<file path="src/pkg/drive_pkg.sv">
package drive_pkg;

   // ==========================================================
   // clock and timing
   // ==========================================================
   localparam int unsigned CLK_PERIOD_NS = 8;
   localparam int unsigned CLK_HZ        = 125_000_000;
   localparam int unsigned BLINK_MS      = 500;
   localparam int unsigned BLINK_CYCLES  = BLINK_MS * 1_000_000 / CLK_PERIOD_NS;

   // ==========================================================
   // frame identifiers
   // ==========================================================
   localparam logic [10:0] RX_ID_BASE = 11'h600;
   localparam logic [10:0] TX_ID_BASE = 11'h580;

   // ==========================================================
   // command bytes
   // ==========================================================
   localparam logic [7:0] CMD_WR_8     = 8'h2F;
   localparam logic [7:0] CMD_WR_16    = 8'h2B;
   localparam logic [7:0] CMD_WR_32    = 8'h23;
   localparam logic [7:0] CMD_WR_ACK   = 8'h60;
   localparam logic [7:0] CMD_RD_REQ   = 8'h40;
   localparam logic [7:0] CMD_RD_8     = 8'h4F;
   localparam logic [7:0] CMD_RD_16    = 8'h4B;
   localparam logic [7:0] CMD_RD_32    = 8'h43;
   localparam logic [7:0] CMD_ABORT    = 8'h80;

   // ==========================================================
   // abort codes
   // ==========================================================
   localparam logic [31:0] ABT_BAD_CMD   = 32'h0504_0001;
   localparam logic [31:0] ABT_READ_ONLY = 32'h0601_0002;
   localparam logic [31:0] ABT_NO_OBJECT = 32'h0602_0000;
   localparam logic [31:0] ABT_BAD_LEN   = 32'h0607_0010;
   localparam logic [31:0] ABT_NO_SUB    = 32'h0609_0011;
   localparam logic [31:0] ABT_STATE     = 32'h0800_0022;

   // ==========================================================
   // object indexes
   // ==========================================================
   localparam logic [15:0] IDX_DRIVE_COMMAND   = 16'h6040;
   localparam logic [15:0] IDX_STATE_REPORT    = 16'h6041;
   localparam logic [15:0] IDX_OPERATING_MODE  = 16'h6060;
   localparam logic [15:0] IDX_MEASURED_SPEED  = 16'h606C;
   localparam logic [15:0] IDX_RAMP_UP_RATE    = 16'h6083;
   localparam logic [15:0] IDX_RAMP_DOWN_RATE  = 16'h6084;
   localparam logic [15:0] IDX_SPEED_SETPOINT  = 16'h60FF;

   // ==========================================================
   // command values, mode value, state reports, reset values
   // ==========================================================
   localparam logic [15:0] DC_DISABLE    = 16'h0000;
   localparam logic [15:0] DC_QUICK_STOP = 16'h0002;
   localparam logic [15:0] DC_SHUTDOWN   = 16'h0006;
   localparam logic [15:0] DC_SWITCH_ON  = 16'h0007;
   localparam logic [15:0] DC_ENABLE_OP  = 16'h000F;
   localparam logic [7:0]  MODE_PROFILE_VELOCITY = 8'h03;
   localparam logic [15:0] SR_DISABLED   = 16'h0040;
   localparam logic [15:0] SR_ARMED      = 16'h0021;
   localparam logic [15:0] SR_SWITCHED   = 16'h0023;
   localparam logic [15:0] SR_OP_ENABLED = 16'h0027;
   localparam logic [15:0] SR_QUICK_STOP = 16'h0007;
   localparam logic [15:0] RST_COMMAND   = 16'h0000;
   localparam logic [7:0]  RST_MODE      = 8'h00;
   localparam logic [31:0] RST_RATE      = 32'h0000_0000;
   localparam logic [31:0] RST_SETPOINT  = 32'h0000_0000;

   // ==========================================================
   // operating and summary states
   // ==========================================================
   typedef enum logic [2:0] {
      ST_DISABLED   = 3'h0,
      ST_ARMED      = 3'h1,
      ST_SWITCHED   = 3'h3,
      ST_OP_ENABLED = 3'h2,
      ST_QUICK_STOP = 3'h6
   } drive_state_t;

   typedef enum logic [1:0] {
      MACRO_INIT = 2'h0,
      MACRO_IDLE = 2'h1,
      MACRO_RUN  = 2'h2,
      MACRO_STOP = 2'h3
   } macro_state_t;

endpackage

</file>
<file path="src/design/speed_ramp.sv">
`timescale 1ns/10ps
module speed_ramp #(
   parameter int unsigned CLK_HZ = drive_pkg::CLK_HZ
) (
   input  wire logic        clk_i,
   input  wire logic        nrst_i,
   input  wire logic        run_i,
   input  wire logic [31:0] target_i,
   input  wire logic [31:0] up_rate_i,
   input  wire logic [31:0] down_rate_i,
   output logic      [31:0] speed_o
);
   // ==========================================================
   // fractional step divider: one rpm step per CLK_HZ of accumulated rate
   // ==========================================================
   localparam logic [33:0] HZ = 34'(CLK_HZ);
   logic [33:0] acc_r;
   logic [33:0] acc_sum;
   logic        step;
   logic        away;
   logic [31:0] goal;

   // when run_i is low the goal collapses to zero
   assign goal    = run_i ? target_i : 32'h0000_0000;
   // rising magnitude uses the up rate, falling uses the down rate
   assign away    = (goal[31] == speed_o[31] || speed_o == 32'h0000_0000) &&
                    ($signed(goal) > $signed(speed_o)) == !goal[31];
   assign acc_sum = acc_r + {2'b00, away ? up_rate_i : down_rate_i};
   assign step    = acc_sum >= HZ;

   always_ff @(posedge clk_i or negedge nrst_i) begin
      if (!nrst_i) begin
         acc_r <= 34'h0;
      end else if (speed_o == goal) begin
         acc_r <= 34'h0;
      end else if (step) begin
         acc_r <= (acc_sum - HZ >= HZ) ? 34'h0 : acc_sum - HZ;
      end else begin
         acc_r <= acc_sum;
      end
   end

   always_ff @(posedge clk_i or negedge nrst_i) begin
      if (!nrst_i) begin
         speed_o <= 32'h0000_0000;
      end else if (step && speed_o != goal) begin
         speed_o <= ($signed(goal) > $signed(speed_o)) ? speed_o + 32'h1 : speed_o - 32'h1;
      end
   end
endmodule // speed_ramp

</file>
<file path="src/design/state_blinker.sv">
`timescale 1ns/10ps
module state_blinker #(
   parameter int unsigned BLINK_CYCLES = drive_pkg::BLINK_CYCLES
) (
   input  wire logic                    clk_i,
   input  wire logic                    nrst_i,
   input  drive_pkg::macro_state_t      macro_i,
   output logic [1:0]                   led_o
);
   // ==========================================================
   // blink divider
   // ==========================================================
   logic [31:0] cnt_r;
   logic        phase_r;
   logic        tick;

   assign tick = (cnt_r == 32'(BLINK_CYCLES - 1));

   always_ff @(posedge clk_i or negedge nrst_i) begin
      if (!nrst_i) begin
         cnt_r <= 32'h0;
      end else begin
         cnt_r <= tick ? 32'h0 : cnt_r + 32'h1;
      end
   end

   always_ff @(posedge clk_i or negedge nrst_i) begin
      if (!nrst_i) begin
         phase_r <= 1'b0;
      end else if (tick) begin
         phase_r <= ~phase_r;
      end
   end

   // ==========================================================
   // indicator pattern: bit 0 green, bit 1 red
   // ==========================================================
   always_ff @(posedge clk_i or negedge nrst_i) begin
      if (!nrst_i) begin
         led_o <= 2'b01;
      end else begin
         case (macro_i)
            drive_pkg::MACRO_INIT: led_o <= {phase_r, ~phase_r};
            drive_pkg::MACRO_IDLE: led_o <= {1'b0, phase_r};
            drive_pkg::MACRO_RUN:  led_o <= 2'b01;
            drive_pkg::MACRO_STOP: led_o <= 2'b10;
            default:               led_o <= 2'b00;
         endcase
      end
   end
endmodule // state_blinker

</file>
<file path="src/design/drive_state_sdo_sequencer.sv">
`timescale 1ns/10ps
// Overview of operation
// - accepted expedited write acknowledged with 0x60, index, sub-index, zero data
// - writes use 2F, 2B, 23 for 8, 16, 32 bit; data low byte first
// - command 6 from disabled gives armed; then 7 gives switched on
// - switched on reports 0x0023
// - read request 40; answer 4B for 16 bit, 43 for 32 bit
// - command 15 from switched on enables operation with motor powered
// - operation enabled reports 0x0027
// - target speed written as 32 bit rpm; drive follows it in profile velocity mode (mode 3) only
// - measured speed returned as 32 bit value on read
// - setpoint zero in operation: ramp down with down rate, torque kept
// - command 7 from operation enabled returns to switched on, torque off
// - command 0 gives disabled, no torque, reports 0x0040
// - command 2 from operation enabled gives quick stop active with torque, reports 0x0007
// - after start-up rest disabled; indicator blinks alternately
// - summary states: disabled init, switched on idle, operation run, quick stop stop
// - responses sent on 0x580 plus node number
module drive_state_sdo_sequencer #(
   parameter int unsigned CLK_HZ       = drive_pkg::CLK_HZ,
   parameter int unsigned BLINK_CYCLES = drive_pkg::BLINK_CYCLES
) (
   input  wire logic        CORE_CLK_I,
   input  wire logic        NRST_I,
   input  wire logic [6:0]  NODE_ID_I,
   input  wire logic        REQ_VALID_I,
   input  wire logic [10:0] REQ_ID_I,
   input  wire logic [63:0] REQ_DATA_I,
   output logic             REQ_READY_O,
   output logic             RSP_VALID_O,
   output logic      [10:0] RSP_ID_O,
   output logic      [63:0] RSP_DATA_O,
   input  wire logic        RSP_READY_I,
   input  wire logic [31:0] MEAS_SPEED_I,
   output logic             TORQUE_EN_O,
   output logic      [31:0] SPEED_CMD_O,
   output logic      [1:0]  MACRO_STATE_O,
   output logic      [1:0]  LED_O
);

   // ==========================================================
   // helpers
   // ==========================================================
   function automatic logic [63:0] frame(input logic [7:0]  cmd,
                                         input logic [15:0] idx,
                                         input logic [7:0]  sub,
                                         input logic [31:0] dat);
      frame = {dat, sub, idx[15:8], idx[7:0], cmd};
   endfunction

   function automatic logic [15:0] report(input drive_pkg::drive_state_t st);
      case (st)
         drive_pkg::ST_DISABLED:   report = drive_pkg::SR_DISABLED;
         drive_pkg::ST_ARMED:      report = drive_pkg::SR_ARMED;
         drive_pkg::ST_SWITCHED:   report = drive_pkg::SR_SWITCHED;
         drive_pkg::ST_OP_ENABLED: report = drive_pkg::SR_OP_ENABLED;
         drive_pkg::ST_QUICK_STOP: report = drive_pkg::SR_QUICK_STOP;
         default:                  report = drive_pkg::SR_DISABLED;
      endcase
   endfunction

   function automatic drive_pkg::drive_state_t step_state(
         input drive_pkg::drive_state_t st, input logic [15:0] dc);
      step_state = st;
      if (dc == drive_pkg::DC_DISABLE) begin
         step_state = drive_pkg::ST_DISABLED;
      end else begin
         case (st)
            drive_pkg::ST_DISABLED: begin
               if (dc == drive_pkg::DC_SHUTDOWN) step_state = drive_pkg::ST_ARMED;
            end
            drive_pkg::ST_ARMED: begin
               if (dc == drive_pkg::DC_SWITCH_ON) step_state = drive_pkg::ST_SWITCHED;
            end
            drive_pkg::ST_SWITCHED: begin
               if (dc == drive_pkg::DC_ENABLE_OP) step_state = drive_pkg::ST_OP_ENABLED;
               else if (dc == drive_pkg::DC_SHUTDOWN) step_state = drive_pkg::ST_ARMED;
            end
            drive_pkg::ST_OP_ENABLED: begin
               if (dc == drive_pkg::DC_SWITCH_ON) step_state = drive_pkg::ST_SWITCHED;
               else if (dc == drive_pkg::DC_QUICK_STOP) step_state = drive_pkg::ST_QUICK_STOP;
               else if (dc == drive_pkg::DC_SHUTDOWN) step_state = drive_pkg::ST_ARMED;
            end
            drive_pkg::ST_QUICK_STOP: begin
               if (dc == drive_pkg::DC_ENABLE_OP) step_state = drive_pkg::ST_OP_ENABLED;
            end
            default: step_state = drive_pkg::ST_DISABLED;
         endcase
      end
   endfunction

   // ==========================================================
   // request fields
   // ==========================================================
   logic [10:0] rx_id;
   logic [7:0]  req_cmd;
   logic [15:0] req_idx;
   logic [7:0]  req_sub;
   logic [31:0] req_dat;
   logic        take;

   assign rx_id   = drive_pkg::RX_ID_BASE + {4'h0, NODE_ID_I};
   assign req_cmd = REQ_DATA_I[7:0];
   // index and data low byte first
   assign req_idx = {REQ_DATA_I[23:16], REQ_DATA_I[15:8]};
   assign req_sub = REQ_DATA_I[31:24];
   assign req_dat = REQ_DATA_I[63:32];

   logic rsp_valid_r;
   assign REQ_READY_O = ~rsp_valid_r;
   assign take        = REQ_VALID_I && !rsp_valid_r && (REQ_ID_I == rx_id);

   // ==========================================================
   // held objects and state
   // ==========================================================
   drive_pkg::drive_state_t state_r;
   drive_pkg::drive_state_t state_nxt;
   logic [15:0] command_r;
   logic [7:0]  mode_r;
   logic [31:0] up_rate_r;
   logic [31:0] down_rate_r;
   logic [31:0] setpoint_r;

   // ==========================================================
   // request decode
   // ==========================================================
   logic        is_wr;
   logic        wr_ok;
   logic [31:0] abort_code;
   logic [7:0]  rd_cmd;
   logic [31:0] rd_val;
   logic        known;
   logic [7:0]  obj_wr_cmd;
   logic        obj_ro;

   assign is_wr = (req_cmd == drive_pkg::CMD_WR_8) ||
                  (req_cmd == drive_pkg::CMD_WR_16) ||
                  (req_cmd == drive_pkg::CMD_WR_32);

   always_comb begin
      known      = 1'b1;
      obj_ro     = 1'b0;
      obj_wr_cmd = drive_pkg::CMD_WR_32;
      rd_cmd     = drive_pkg::CMD_RD_32;
      rd_val     = 32'h0000_0000;
      case (req_idx)
         drive_pkg::IDX_DRIVE_COMMAND: begin
            obj_wr_cmd = drive_pkg::CMD_WR_16;
            rd_cmd     = drive_pkg::CMD_RD_16;
            rd_val     = {16'h0000, command_r};
         end
         drive_pkg::IDX_STATE_REPORT: begin
            obj_ro     = 1'b1;
            obj_wr_cmd = drive_pkg::CMD_WR_16;
            rd_cmd     = drive_pkg::CMD_RD_16;
            rd_val     = {16'h0000, report(state_r)};
         end
         drive_pkg::IDX_OPERATING_MODE: begin
            obj_wr_cmd = drive_pkg::CMD_WR_8;
            rd_cmd     = drive_pkg::CMD_RD_8;
            rd_val     = {24'h00_0000, mode_r};
         end
         drive_pkg::IDX_MEASURED_SPEED: begin
            obj_ro = 1'b1;
            rd_val = MEAS_SPEED_I;
         end
         drive_pkg::IDX_RAMP_UP_RATE:   rd_val = up_rate_r;
         drive_pkg::IDX_RAMP_DOWN_RATE: rd_val = down_rate_r;
         drive_pkg::IDX_SPEED_SETPOINT: rd_val = setpoint_r;
         default: known = 1'b0;
      endcase
   end

   // priority: bad command, unknown object, sub-index, access, size, state
   always_comb begin
      abort_code = 32'h0000_0000;
      if (!is_wr && req_cmd != drive_pkg::CMD_RD_REQ) begin
         abort_code = drive_pkg::ABT_BAD_CMD;
      end else if (!known) begin
         abort_code = drive_pkg::ABT_NO_OBJECT;
      end else if (req_sub != 8'h00) begin
         abort_code = drive_pkg::ABT_NO_SUB;
      end else if (is_wr && obj_ro) begin
         abort_code = drive_pkg::ABT_READ_ONLY;
      end else if (is_wr && req_cmd != obj_wr_cmd) begin
         abort_code = drive_pkg::ABT_BAD_LEN;
      end else if (is_wr && req_idx == drive_pkg::IDX_OPERATING_MODE &&
                   state_r == drive_pkg::ST_OP_ENABLED) begin
         abort_code = drive_pkg::ABT_STATE;
      end
   end

   assign wr_ok = take && is_wr && (abort_code == 32'h0000_0000);

   // ==========================================================
   // held settings
   // ==========================================================
   always_ff @(posedge CORE_CLK_I or negedge NRST_I) begin
      if (!NRST_I) begin
         command_r <= drive_pkg::RST_COMMAND;
      end else if (wr_ok && req_idx == drive_pkg::IDX_DRIVE_COMMAND) begin
         command_r <= req_dat[15:0];
      end
   end

   always_ff @(posedge CORE_CLK_I or negedge NRST_I) begin
      if (!NRST_I) begin
         mode_r <= drive_pkg::RST_MODE;
      end else if (wr_ok && req_idx == drive_pkg::IDX_OPERATING_MODE) begin
         mode_r <= req_dat[7:0];
      end
   end

   // ramp rates held for the ramp
   always_ff @(posedge CORE_CLK_I or negedge NRST_I) begin
      if (!NRST_I) begin
         up_rate_r   <= drive_pkg::RST_RATE;
         down_rate_r <= drive_pkg::RST_RATE;
      end else if (wr_ok && req_idx == drive_pkg::IDX_RAMP_UP_RATE) begin
         up_rate_r <= req_dat;
      end else if (wr_ok && req_idx == drive_pkg::IDX_RAMP_DOWN_RATE) begin
         down_rate_r <= req_dat;
      end
   end

   always_ff @(posedge CORE_CLK_I or negedge NRST_I) begin
      if (!NRST_I) begin
         setpoint_r <= drive_pkg::RST_SETPOINT;
      end else if (wr_ok && req_idx == drive_pkg::IDX_SPEED_SETPOINT) begin
         setpoint_r <= req_dat;
      end
   end

   // ==========================================================
   // operating state
   // ==========================================================
   always_comb begin
      state_nxt = state_r;
      if (wr_ok && req_idx == drive_pkg::IDX_DRIVE_COMMAND) begin
         state_nxt = step_state(state_r, req_dat[15:0]);
      end
   end

   always_ff @(posedge CORE_CLK_I or negedge NRST_I) begin
      if (!NRST_I) begin
         state_r <= drive_pkg::ST_DISABLED;
      end else begin
         state_r <= state_nxt;
      end
   end

   // ==========================================================
   // response
   // ==========================================================
   logic [10:0] rsp_id_r;
   logic [63:0] rsp_data_r;

   always_ff @(posedge CORE_CLK_I or negedge NRST_I) begin
      if (!NRST_I) begin
         rsp_valid_r <= 1'b0;
      end else if (take) begin
         rsp_valid_r <= 1'b1;
      end else if (RSP_READY_I) begin
         rsp_valid_r <= 1'b0;
      end
   end

   always_ff @(posedge CORE_CLK_I or negedge NRST_I) begin
      if (!NRST_I) begin
         rsp_id_r   <= 11'h000;
         rsp_data_r <= 64'h0;
      end else if (take) begin
         rsp_id_r <= drive_pkg::TX_ID_BASE + {4'h0, NODE_ID_I};
         if (abort_code != 32'h0000_0000) begin
            rsp_data_r <= frame(drive_pkg::CMD_ABORT, req_idx, req_sub, abort_code);
         end else if (is_wr) begin
            rsp_data_r <= frame(drive_pkg::CMD_WR_ACK, req_idx, req_sub, 32'h0000_0000);
         end else begin
            rsp_data_r <= frame(rd_cmd, req_idx, req_sub, rd_val);
         end
      end
   end

   assign RSP_VALID_O = rsp_valid_r;
   assign RSP_ID_O    = rsp_id_r;
   assign RSP_DATA_O  = rsp_data_r;

   // ==========================================================
   // power stage and speed profile
   // ==========================================================
   logic        powered;
   logic        follow;
   logic [31:0] ramp_speed;
   logic        torque_r;
   logic [31:0] speed_cmd_r;

   // torque in operation and quick stop only
   assign powered = (state_r == drive_pkg::ST_OP_ENABLED) ||
                    (state_r == drive_pkg::ST_QUICK_STOP);
   // follow setpoint only in profile velocity operation
   assign follow  = (state_r == drive_pkg::ST_OP_ENABLED) &&
                    (mode_r == drive_pkg::MODE_PROFILE_VELOCITY);

   // zero setpoint ramps with down rate, torque kept
   speed_ramp #(
      .CLK_HZ      (CLK_HZ)
   ) u_ramp (
      .clk_i       (CORE_CLK_I),
      .nrst_i      (NRST_I),
      .run_i       (follow),
      .target_i    (setpoint_r),
      .up_rate_i   (up_rate_r),
      .down_rate_i (down_rate_r),
      .speed_o     (ramp_speed)
   );

   always_ff @(posedge CORE_CLK_I or negedge NRST_I) begin
      if (!NRST_I) begin
         torque_r    <= 1'b0;
         speed_cmd_r <= 32'h0000_0000;
      end else begin
         torque_r    <= powered;
         speed_cmd_r <= powered ? ramp_speed : 32'h0000_0000;
      end
   end

   assign TORQUE_EN_O = torque_r;
   assign SPEED_CMD_O = speed_cmd_r;

   // ==========================================================
   // summary state and indicator
   // ==========================================================
   drive_pkg::macro_state_t macro_r;

   always_ff @(posedge CORE_CLK_I or negedge NRST_I) begin
      if (!NRST_I) begin
         macro_r <= drive_pkg::MACRO_INIT;
      end else begin
         case (state_r)
            drive_pkg::ST_SWITCHED:   macro_r <= drive_pkg::MACRO_IDLE;
            drive_pkg::ST_OP_ENABLED: macro_r <= drive_pkg::MACRO_RUN;
            drive_pkg::ST_QUICK_STOP: macro_r <= drive_pkg::MACRO_STOP;
            default:                  macro_r <= drive_pkg::MACRO_INIT;
         endcase
      end
   end

   assign MACRO_STATE_O = macro_r;

   state_blinker #(
      .BLINK_CYCLES (BLINK_CYCLES)
   ) u_led (
      .clk_i        (CORE_CLK_I),
      .nrst_i       (NRST_I),
      .macro_i      (macro_r),
      .led_o        (LED_O)
   );

endmodule // drive_state_sdo_sequencer

</file>
<file path="config.mk">
export PLATFORM = sky130hd
export DESIGN_NAME = drive_state_sdo_sequencer
export DESIGN_NICKNAME = d
export VERILOG_FILES = /design/src/pkg/drive_pkg.sv /design/src/design/speed_ramp.sv /design/src/design/state_blinker.sv /design/src/design/drive_state_sdo_sequencer.sv
export SDC_FILE = /design/constraint.sdc
export NUM_CORES = 1
export LEC_CHECK = 0
export BUFFER_PORTS_ARGS = -buffer_cell sky130_fd_sc_hd__buf_2
export CORE_ASPECT_RATIO = 1.25
export CORE_UTILIZATION = 45
export CTS_BUF_LIST = sky130_fd_sc_hd__clkbuf_2 sky130_fd_sc_hd__clkbuf_4 sky130_fd_sc_hd__clkbuf_8
export CTS_CLUSTER_DIAMETER = 120
export DETAILED_ROUTE_END_ITERATION = 6
export PLACE_DENSITY = 0.73
export RECOVER_POWER = 50
export SYNTH_ARGS = -nofsm -noshare
export SYNTH_HDL_FRONTEND = slang
export SYNTH_SLANG_ARGS = --single-unit
</file>
<file path="constraint.sdc">
create_clock -name CORE_CLK_I -period 11 [get_ports CORE_CLK_I]
set_input_delay 0.55 -clock CORE_CLK_I [delete_from_list [all_inputs] [get_ports CORE_CLK_I]]
set_output_delay 0.55 -clock CORE_CLK_I [all_outputs]
set_load 0.01 [all_outputs]
</file>
Yosys cells after proc, flatten, opt, wreduce, memory -nomap -nowiden
Index checks and enable logic that the tools add are counted.
- bitwise gates (word level): 3
- equal/unequal tests: 32
- mux-type cells: 34
- add/sub/neg operators: 7
- magnitude comparators: 3
- reduce and logical (&&, ||, !) cells: 37
- operator list (kind ; count):
    case mux 32 bit (7 select lines) ; 1
    two-way mux 28 bit ; 6
    two-way mux 32 bit ; 5
    two-way mux 64 bit ; 2
    equality test 16 x 15 -> 1 bit (second input constant) ; 7
    two-way mux 34 bit ; 3
    >= comparator 34 x 27 -> 1 bit (second input constant) ; 2
    adder 32 x 1 -> 32 bit (second input constant) ; 2
    zero test 32 bit ; 2
    adder 34 x 32 -> 34 bit ; 1
    subtractor 34 x 27 -> 34 bit (second input constant) ; 1
    equality test 16 x 3 -> 1 bit (second input constant) ; 2
    equality test 32 x 26 -> 1 bit (second input constant) ; 1
    equality test 32 bit ; 1
    greater-than comparator 32 bit ; 1
    inequality test 32 bit ; 1
    nonzero test 32 bit ; 1
    subtractor 32 x 1 -> 32 bit (second input constant) ; 1
    case mux 7 bit (4 select lines) ; 1
    equality test 8 x 6 -> 1 bit (second input constant) ; 3
    two-way mux 3 bit ; 7
    logical AND 1 bit ; 17
    equality test 16 x 2 -> 1 bit (second input constant) ; 1
    equality test 16 x 4 -> 1 bit (second input constant) ; 1
    30 further kinds ; 46
- word-level logic and storage cells: 133
- input port bits: 118
- register bits: 335

Depth between registers and ports, before layout
- depth in word-level cells: 16
- mapped depth: 41

By module
A second synthesis with hierarchy kept.
- cell total of the unflattened synthesis: 2082
- area, all modules: 20390.8 µm²
- modules (own cells, without submodules) (module ; cells an instance ; area an instance (µm²) ; instances):
    drive_state_sdo_sequencer ; 875 ; 10229.8 ; 1
    speed_ramp ; 1035 ; 8380.5 ; 1
    state_blinker ; 172 ; 1780.5 ; 1

Worst setup path before layout
OpenSTA, ideal clock, no wires.
- path type: flip-flop to flip-flop
- start point: reg state_r[0]
- end point: reg u_ramp.acc_r[22]
- arrival time: 7.914 ns
- data required time: 10.880 ns
- cell stages (with the launch flop): 39
- clock period less this slack: 8.034 ns
- path buffers: 4
- path slack: 2.966 ns
- cells stage by stage: dfrtp_1 -> nand2b_1 -> clkbuf_1 -> nor2_1 -> and3_1 -> clkbuf_1 -> and2_1 -> ha_1 -> a21o_1 -> a21o_1 -> a21o_1 -> a21oi_1 -> nor2b_1 -> o21ai_0 -> nand2b_1 -> a21oi_1 -> o22ai_1 -> nor2_1 -> [3 not listed] -> clkbuf_1 -> mux2_2 -> ha_1 -> fa_1 -> a211oi_2 -> o2111ai_1 -> o2111a_2 -> o21ai_4 -> a21oi_2 -> or3_4 -> o211ai_4 -> a21oi_1 -> a311o_1 -> o21a_1 -> buf_6 -> or4b_1 -> xor2_1 -> nor2_2
- word-level cells in the longest chain between the ends: 13
- RTL lines (element ; line ; source):
    start, declared ; drive_state_sdo_sequencer.sv:116 ; drive_pkg::drive_state_t state_r;
    start signal, assigned ; drive_state_sdo_sequencer.sv:246 ; state_r <= drive_pkg::ST_DISABLED;
    start signal, assigned ; drive_state_sdo_sequencer.sv:248 ; state_r <= state_nxt;
    equality test 3 x 2 -> 1 bit * ; drive_state_sdo_sequencer.sv:301 ; assign follow = (state_r == drive_pkg::ST_OP_ENABLED) &&
    logical AND 1 bit * ; drive_state_sdo_sequencer.sv:301 ;
    two-way mux 32 bit * ; speed_ramp.sv:24 ; assign goal = run_i ? target_i : 32'h0000_0000;
    greater-than comparator 32 bit (tied with other cells) ; speed_ramp.sv:27 ; ($signed(goal) > $signed(speed_o)) == !goal[31];
    equality test 1 bit / logical OR 1 bit (equally long branches) ; speed_ramp.sv:27, speed_ramp.sv:26 ;
    logical AND 1 bit ; speed_ramp.sv:26 ; assign away = (goal[31] == speed_o[31] || speed_o == 32'h0000_0000) &&
    two-way mux 32 bit ; speed_ramp.sv:28 ; assign acc_sum = acc_r + {2'b00, away ? up_rate_i : down_rate_i};
    adder 34 x 32 -> 34 bit ; speed_ramp.sv:28 ;
    subtractor 34 x 27 -> 34 bit ; speed_ramp.sv:37 ; acc_r <= (acc_sum - HZ >= HZ) ? 34'h0 : acc_sum - HZ;
    >= comparator 34 x 27 -> 1 bit ; speed_ramp.sv:37 ;
    two-way mux 34 bit ; speed_ramp.sv:37 ;
    two-way mux 34 bit ; speed_ramp.sv:36 ; end else if (step) begin
    two-way mux 34 bit * ; speed_ramp.sv:34 ; end else if (speed_o == goal) begin
    end signal, assigned ; speed_ramp.sv:37 ;
    end signal, assigned ; speed_ramp.sv:39 ; acc_r <= acc_sum;
    end, declared ; speed_ramp.sv:17 ; logic [33:0] acc_r;
Mark *: on every way between the ends. The rest lies on a longest branch, timed or not.
A chain may end at the register's enable or synchronous reset.

Worst setup path in the final report
- start point: reg state_r[0]
- end point: reg u_ramp.acc_r[5]
Same word-level chain as after synthesis.

==> impl_metrics.yaml <==
synth:
  ys_warn_count: 0
  synth_edf_count: 0
  synth_seq_area_share: 0.4119
  ys_async_sr_fraction: 1.000
  dominantRegCellSynth: "dfrtp_1"
  yosys_register_bits: 330
  avgSynthCellArea_um2: 9.581
  netlist_area_mm2: 0.02005
  ys_types: 103
  syn-instance-count: 2093
power_and_ir_drop:
  p_comb_frac: 0.032
  seqPwrFrac: 0.462
  fin_total_pwr_mw: 2.636
  clkPwrFrac: 0.505
  p_sw_mw: 0.6129
  leakage_nw: 11.12
  peakVddDrop_uv: 77.91
  internal_power_mw: 2.023
  p_per_area_mw_per_mm2: 114.7
  p_sw_frac: 0.2325
sta:
  slew_headroom: -3.039
  fmax_mhz: 101.8
  slew_violations: 293
  setup_viol: 0
  skew_ps: 17.79
  fin_setup_tns_ps: 0
  rsz0062_at_grt: "no"
  tightest_slew_ps: 6059
  finalHoldViolCount: 0
  period_share: 0.8926
  period_needed_ps: 9819
clock_tree:
  clk_latency_ps: 640
  post_cts_buffers: 0
  root_buffer: "clkbuf_8"
  cts_tree: "yes"
  clock_path_buffers: 3
  clock_sinks: 330
  cts_max_level: 2
  cts_made_buffers: 54
  clk_pin_slew_ps: 70
drt:
  ant_nets: 0
  routed-via-count: 17642
  wl_mm: 62.22
  via_per_inst: 5.999
  drt_iter0_drc: 1606
  post_drt_wl_per_cell_um: 21.16
  firstDrtPassIters: 7
  drc: 3
outcome:
  failed_checks: "design-rule violations, max-capacitance violations, max-slew violations"
  run_status: "finished with violations"
setup_path:
  cp_max_fo: 32
  required_ps: 11530
  crit_slowest_cell: "o22ai_2"
  critPathKind: "flop to flop"
  cpPeakStageDelay_ps: 880
  cp-start-kind: "flop"
  worst_setup_path_end_kind: "flop"
  worstPathArrival_ps: 10350
global_routing:
  antenna_found_initial: 2
  first_global_vias: 17559
  grt_overflow: 0
  grtUsageTotal: 0.2721
  grt_pass1_wl_mm: 96.46
  grt_max_degree: 112
placement:
  place_congestion: 1.018
  hpwl_mm: 45.56
  placed_area_mm2: 0.02177
  port_buffers: 229
finish:
  layout-drive-gt1-share: 0.1863
  final_cell_mix: "329 x dfrtp_1, 268 x nand2_1, 155 x mux2_2"
  fin_nets: 2546
  final_common_cell: "dfrtp_1"
  syn_to_final_growth_pct: 14.61
  postLayoutCellArea_mm2: 0.02298
  n_fill_cell: 4027
floorplanning:
  dieArea_mm2: 0.04542
  start_util: 0.4556
  ioPinCount: 232
  core_area_mm2: 0.04401
  num_rows: 86
  die_y_um: 238.0
  die-width_um: 190.8
worst_hold_path:
  hold_class: "input port to flop"
job:
  max_cap_violations: 4
[state kept, by name, indices dropped and copies added, names as in the netlist]
register        count
down_rate_r        32
command_r          16
RSP_ID_O            8
setpoint_r         32
RSP_DATA_O         62
RSP_VALID_O         1
SPEED_CMD_O        32
u_ramp.acc_r       34
TORQUE_EN_O         1
u_led.cnt_r        32
u_led.led_o         2
mode_r              8
up_rate_r          32
MACRO_STATE_O       2
state_r             3
u_led.phase_r       1
u_ramp.speed_o     32
[metrics by stage]
step / hold WS [ps] / cells / util / setup WS [ps]
6_report: 86.13 / 2941 / 0.5222 / 1181
5_1_grt: 62.92 / 2941 / 0.5222 / 545.2
4_1_cts: 46.44 / 2939 / 0.5259 / 1393
3_5_place_dp: 450.4 / 2837 / 0.4948 / 1448
3_3_place_gp: 446.9 / 2837 / 0.4948 / 1552
2_1_floorplan: 254.4 / 2101 / - / 2966
[what timing repair did]
item / CTS / global route
gates resized for setup: 0 / 0
hold endpoints to repair: 1 / 0
hold buffers: 1 / 0
[synth_stat cells, types with 17 or more instances]
library cell	instances	area share
nand3_1	52	0.013
o21a_1	17	0.0064
mux2_2	155	0.087
buf_2	17	0.0042
inv_1	65	0.012
nand2_1	268	0.050
ha_1	104	0.065
a22oi_1	18	0.0067
dfrtp_1	329	0.41
nor2b_1	19	0.0059
nand4_1	33	0.010
nor2_1	158	0.030
a222oi_1	35	0.017
nor3_1	50	0.012
nor4_1	18	0.0056
or3_1	17	0.0053
o21ai_0	91	0.023
xor2_1	30	0.013
a21o_1	54	0.020
nand2b_1	33	0.010
and2_1	45	0.014
clkbuf_1	56	0.010
and3_1	21	0.0066
a21oi_1	103	0.026
xnor2_1	74	0.032
[worst paths after layout]
kind | from | end | slack, ps | depth (start not counted)
setup / recovery | state_r[0] | u_ramp.acc_r[5] | 1180 | 32
setup reg to reg | state_r[0] | u_ramp.acc_r[5] | 1180 | 32
max in group asynchronous | NRST_I | u_ramp.acc_r[12] | 2480 | 4
min in group asynchronous | NRST_I | SPEED_CMD_O[26] | 2730 | 2
hold / removal | RSP_READY_I | RSP_VALID_O | 90 | 2
hold reg to reg | RSP_DATA_O[16] | RSP_DATA_O[16] | 470 | 2
[cell families after synthesis]
| group | count (synthesis) | synth area share |
|---|---|---|
| adders and majority gates | 106 | 0.06689 |
| and+or+nand+nor | 762 | 0.1841 |
| DFF | 330 | 0.4119 |
| xor gates and xnor gates | 104 | 0.04542 |
| buffers and inverters | 150 | 0.03126 |
| AOI/OAI and AO/OA | 482 | 0.1717 |
| other | 1 | 0.0001870 |
| muxes | 158 | 0.08854 |
[critical path, delay by kind of cell, from the launching register on]
family / cells / cell delay, ps
flip-flops: 1 / 440
buffers and inverters: 1 / 420
adder cells (fa/ha/maj): 2 / 620
AND/OR/NAND/NOR: 16 / 4010
multiplexers: 2 / 750
XOR/XNOR: 1 / 150
AO/OA/AOI/OAI: 10 / 3290
[metal layers]
layer / GRT usage / wire length, um / up-vias
met3: 0.03559 / 4023 / 151
met1: 0.3343 / 24560 / 8698
met2: 0.4753 / 31280 / 748
li1: - / - / 8045
met4: 0.1152 / 2353 / 0
met5: 0 / 0 / -
[power by group through the flow]
stage                     Combinational (mW)  Sequential, mW  Clock [mW]
after floorplan                       0.0188            1.24           0
after global placement                0.0844            1.24           0
after detailed placement              0.0867            1.24           0
after CTS                             0.0876            1.22        1.35
after global routing                  0.0951            1.22        1.40
final                                 0.0853            1.22        1.33
[cell type report]
type / instances / area, um^2 / share of cell area
timing repair buffer: 250 / 1151 / 0.05008
antenna: 2 / 5.005 / 0.0002178
clock inverter: 22 / 315.3 / 0.01372
multi-input combinational: 1621 / 11250 / 0.4895
sequential: 330 / 8259 / 0.3594
clock buffer: 79 / 1044 / 0.04540
tap: 572 / 715.7 / 0.03114
inverter: 65 / 244.0 / 0.01062
(Power assumes the default switching activity.)
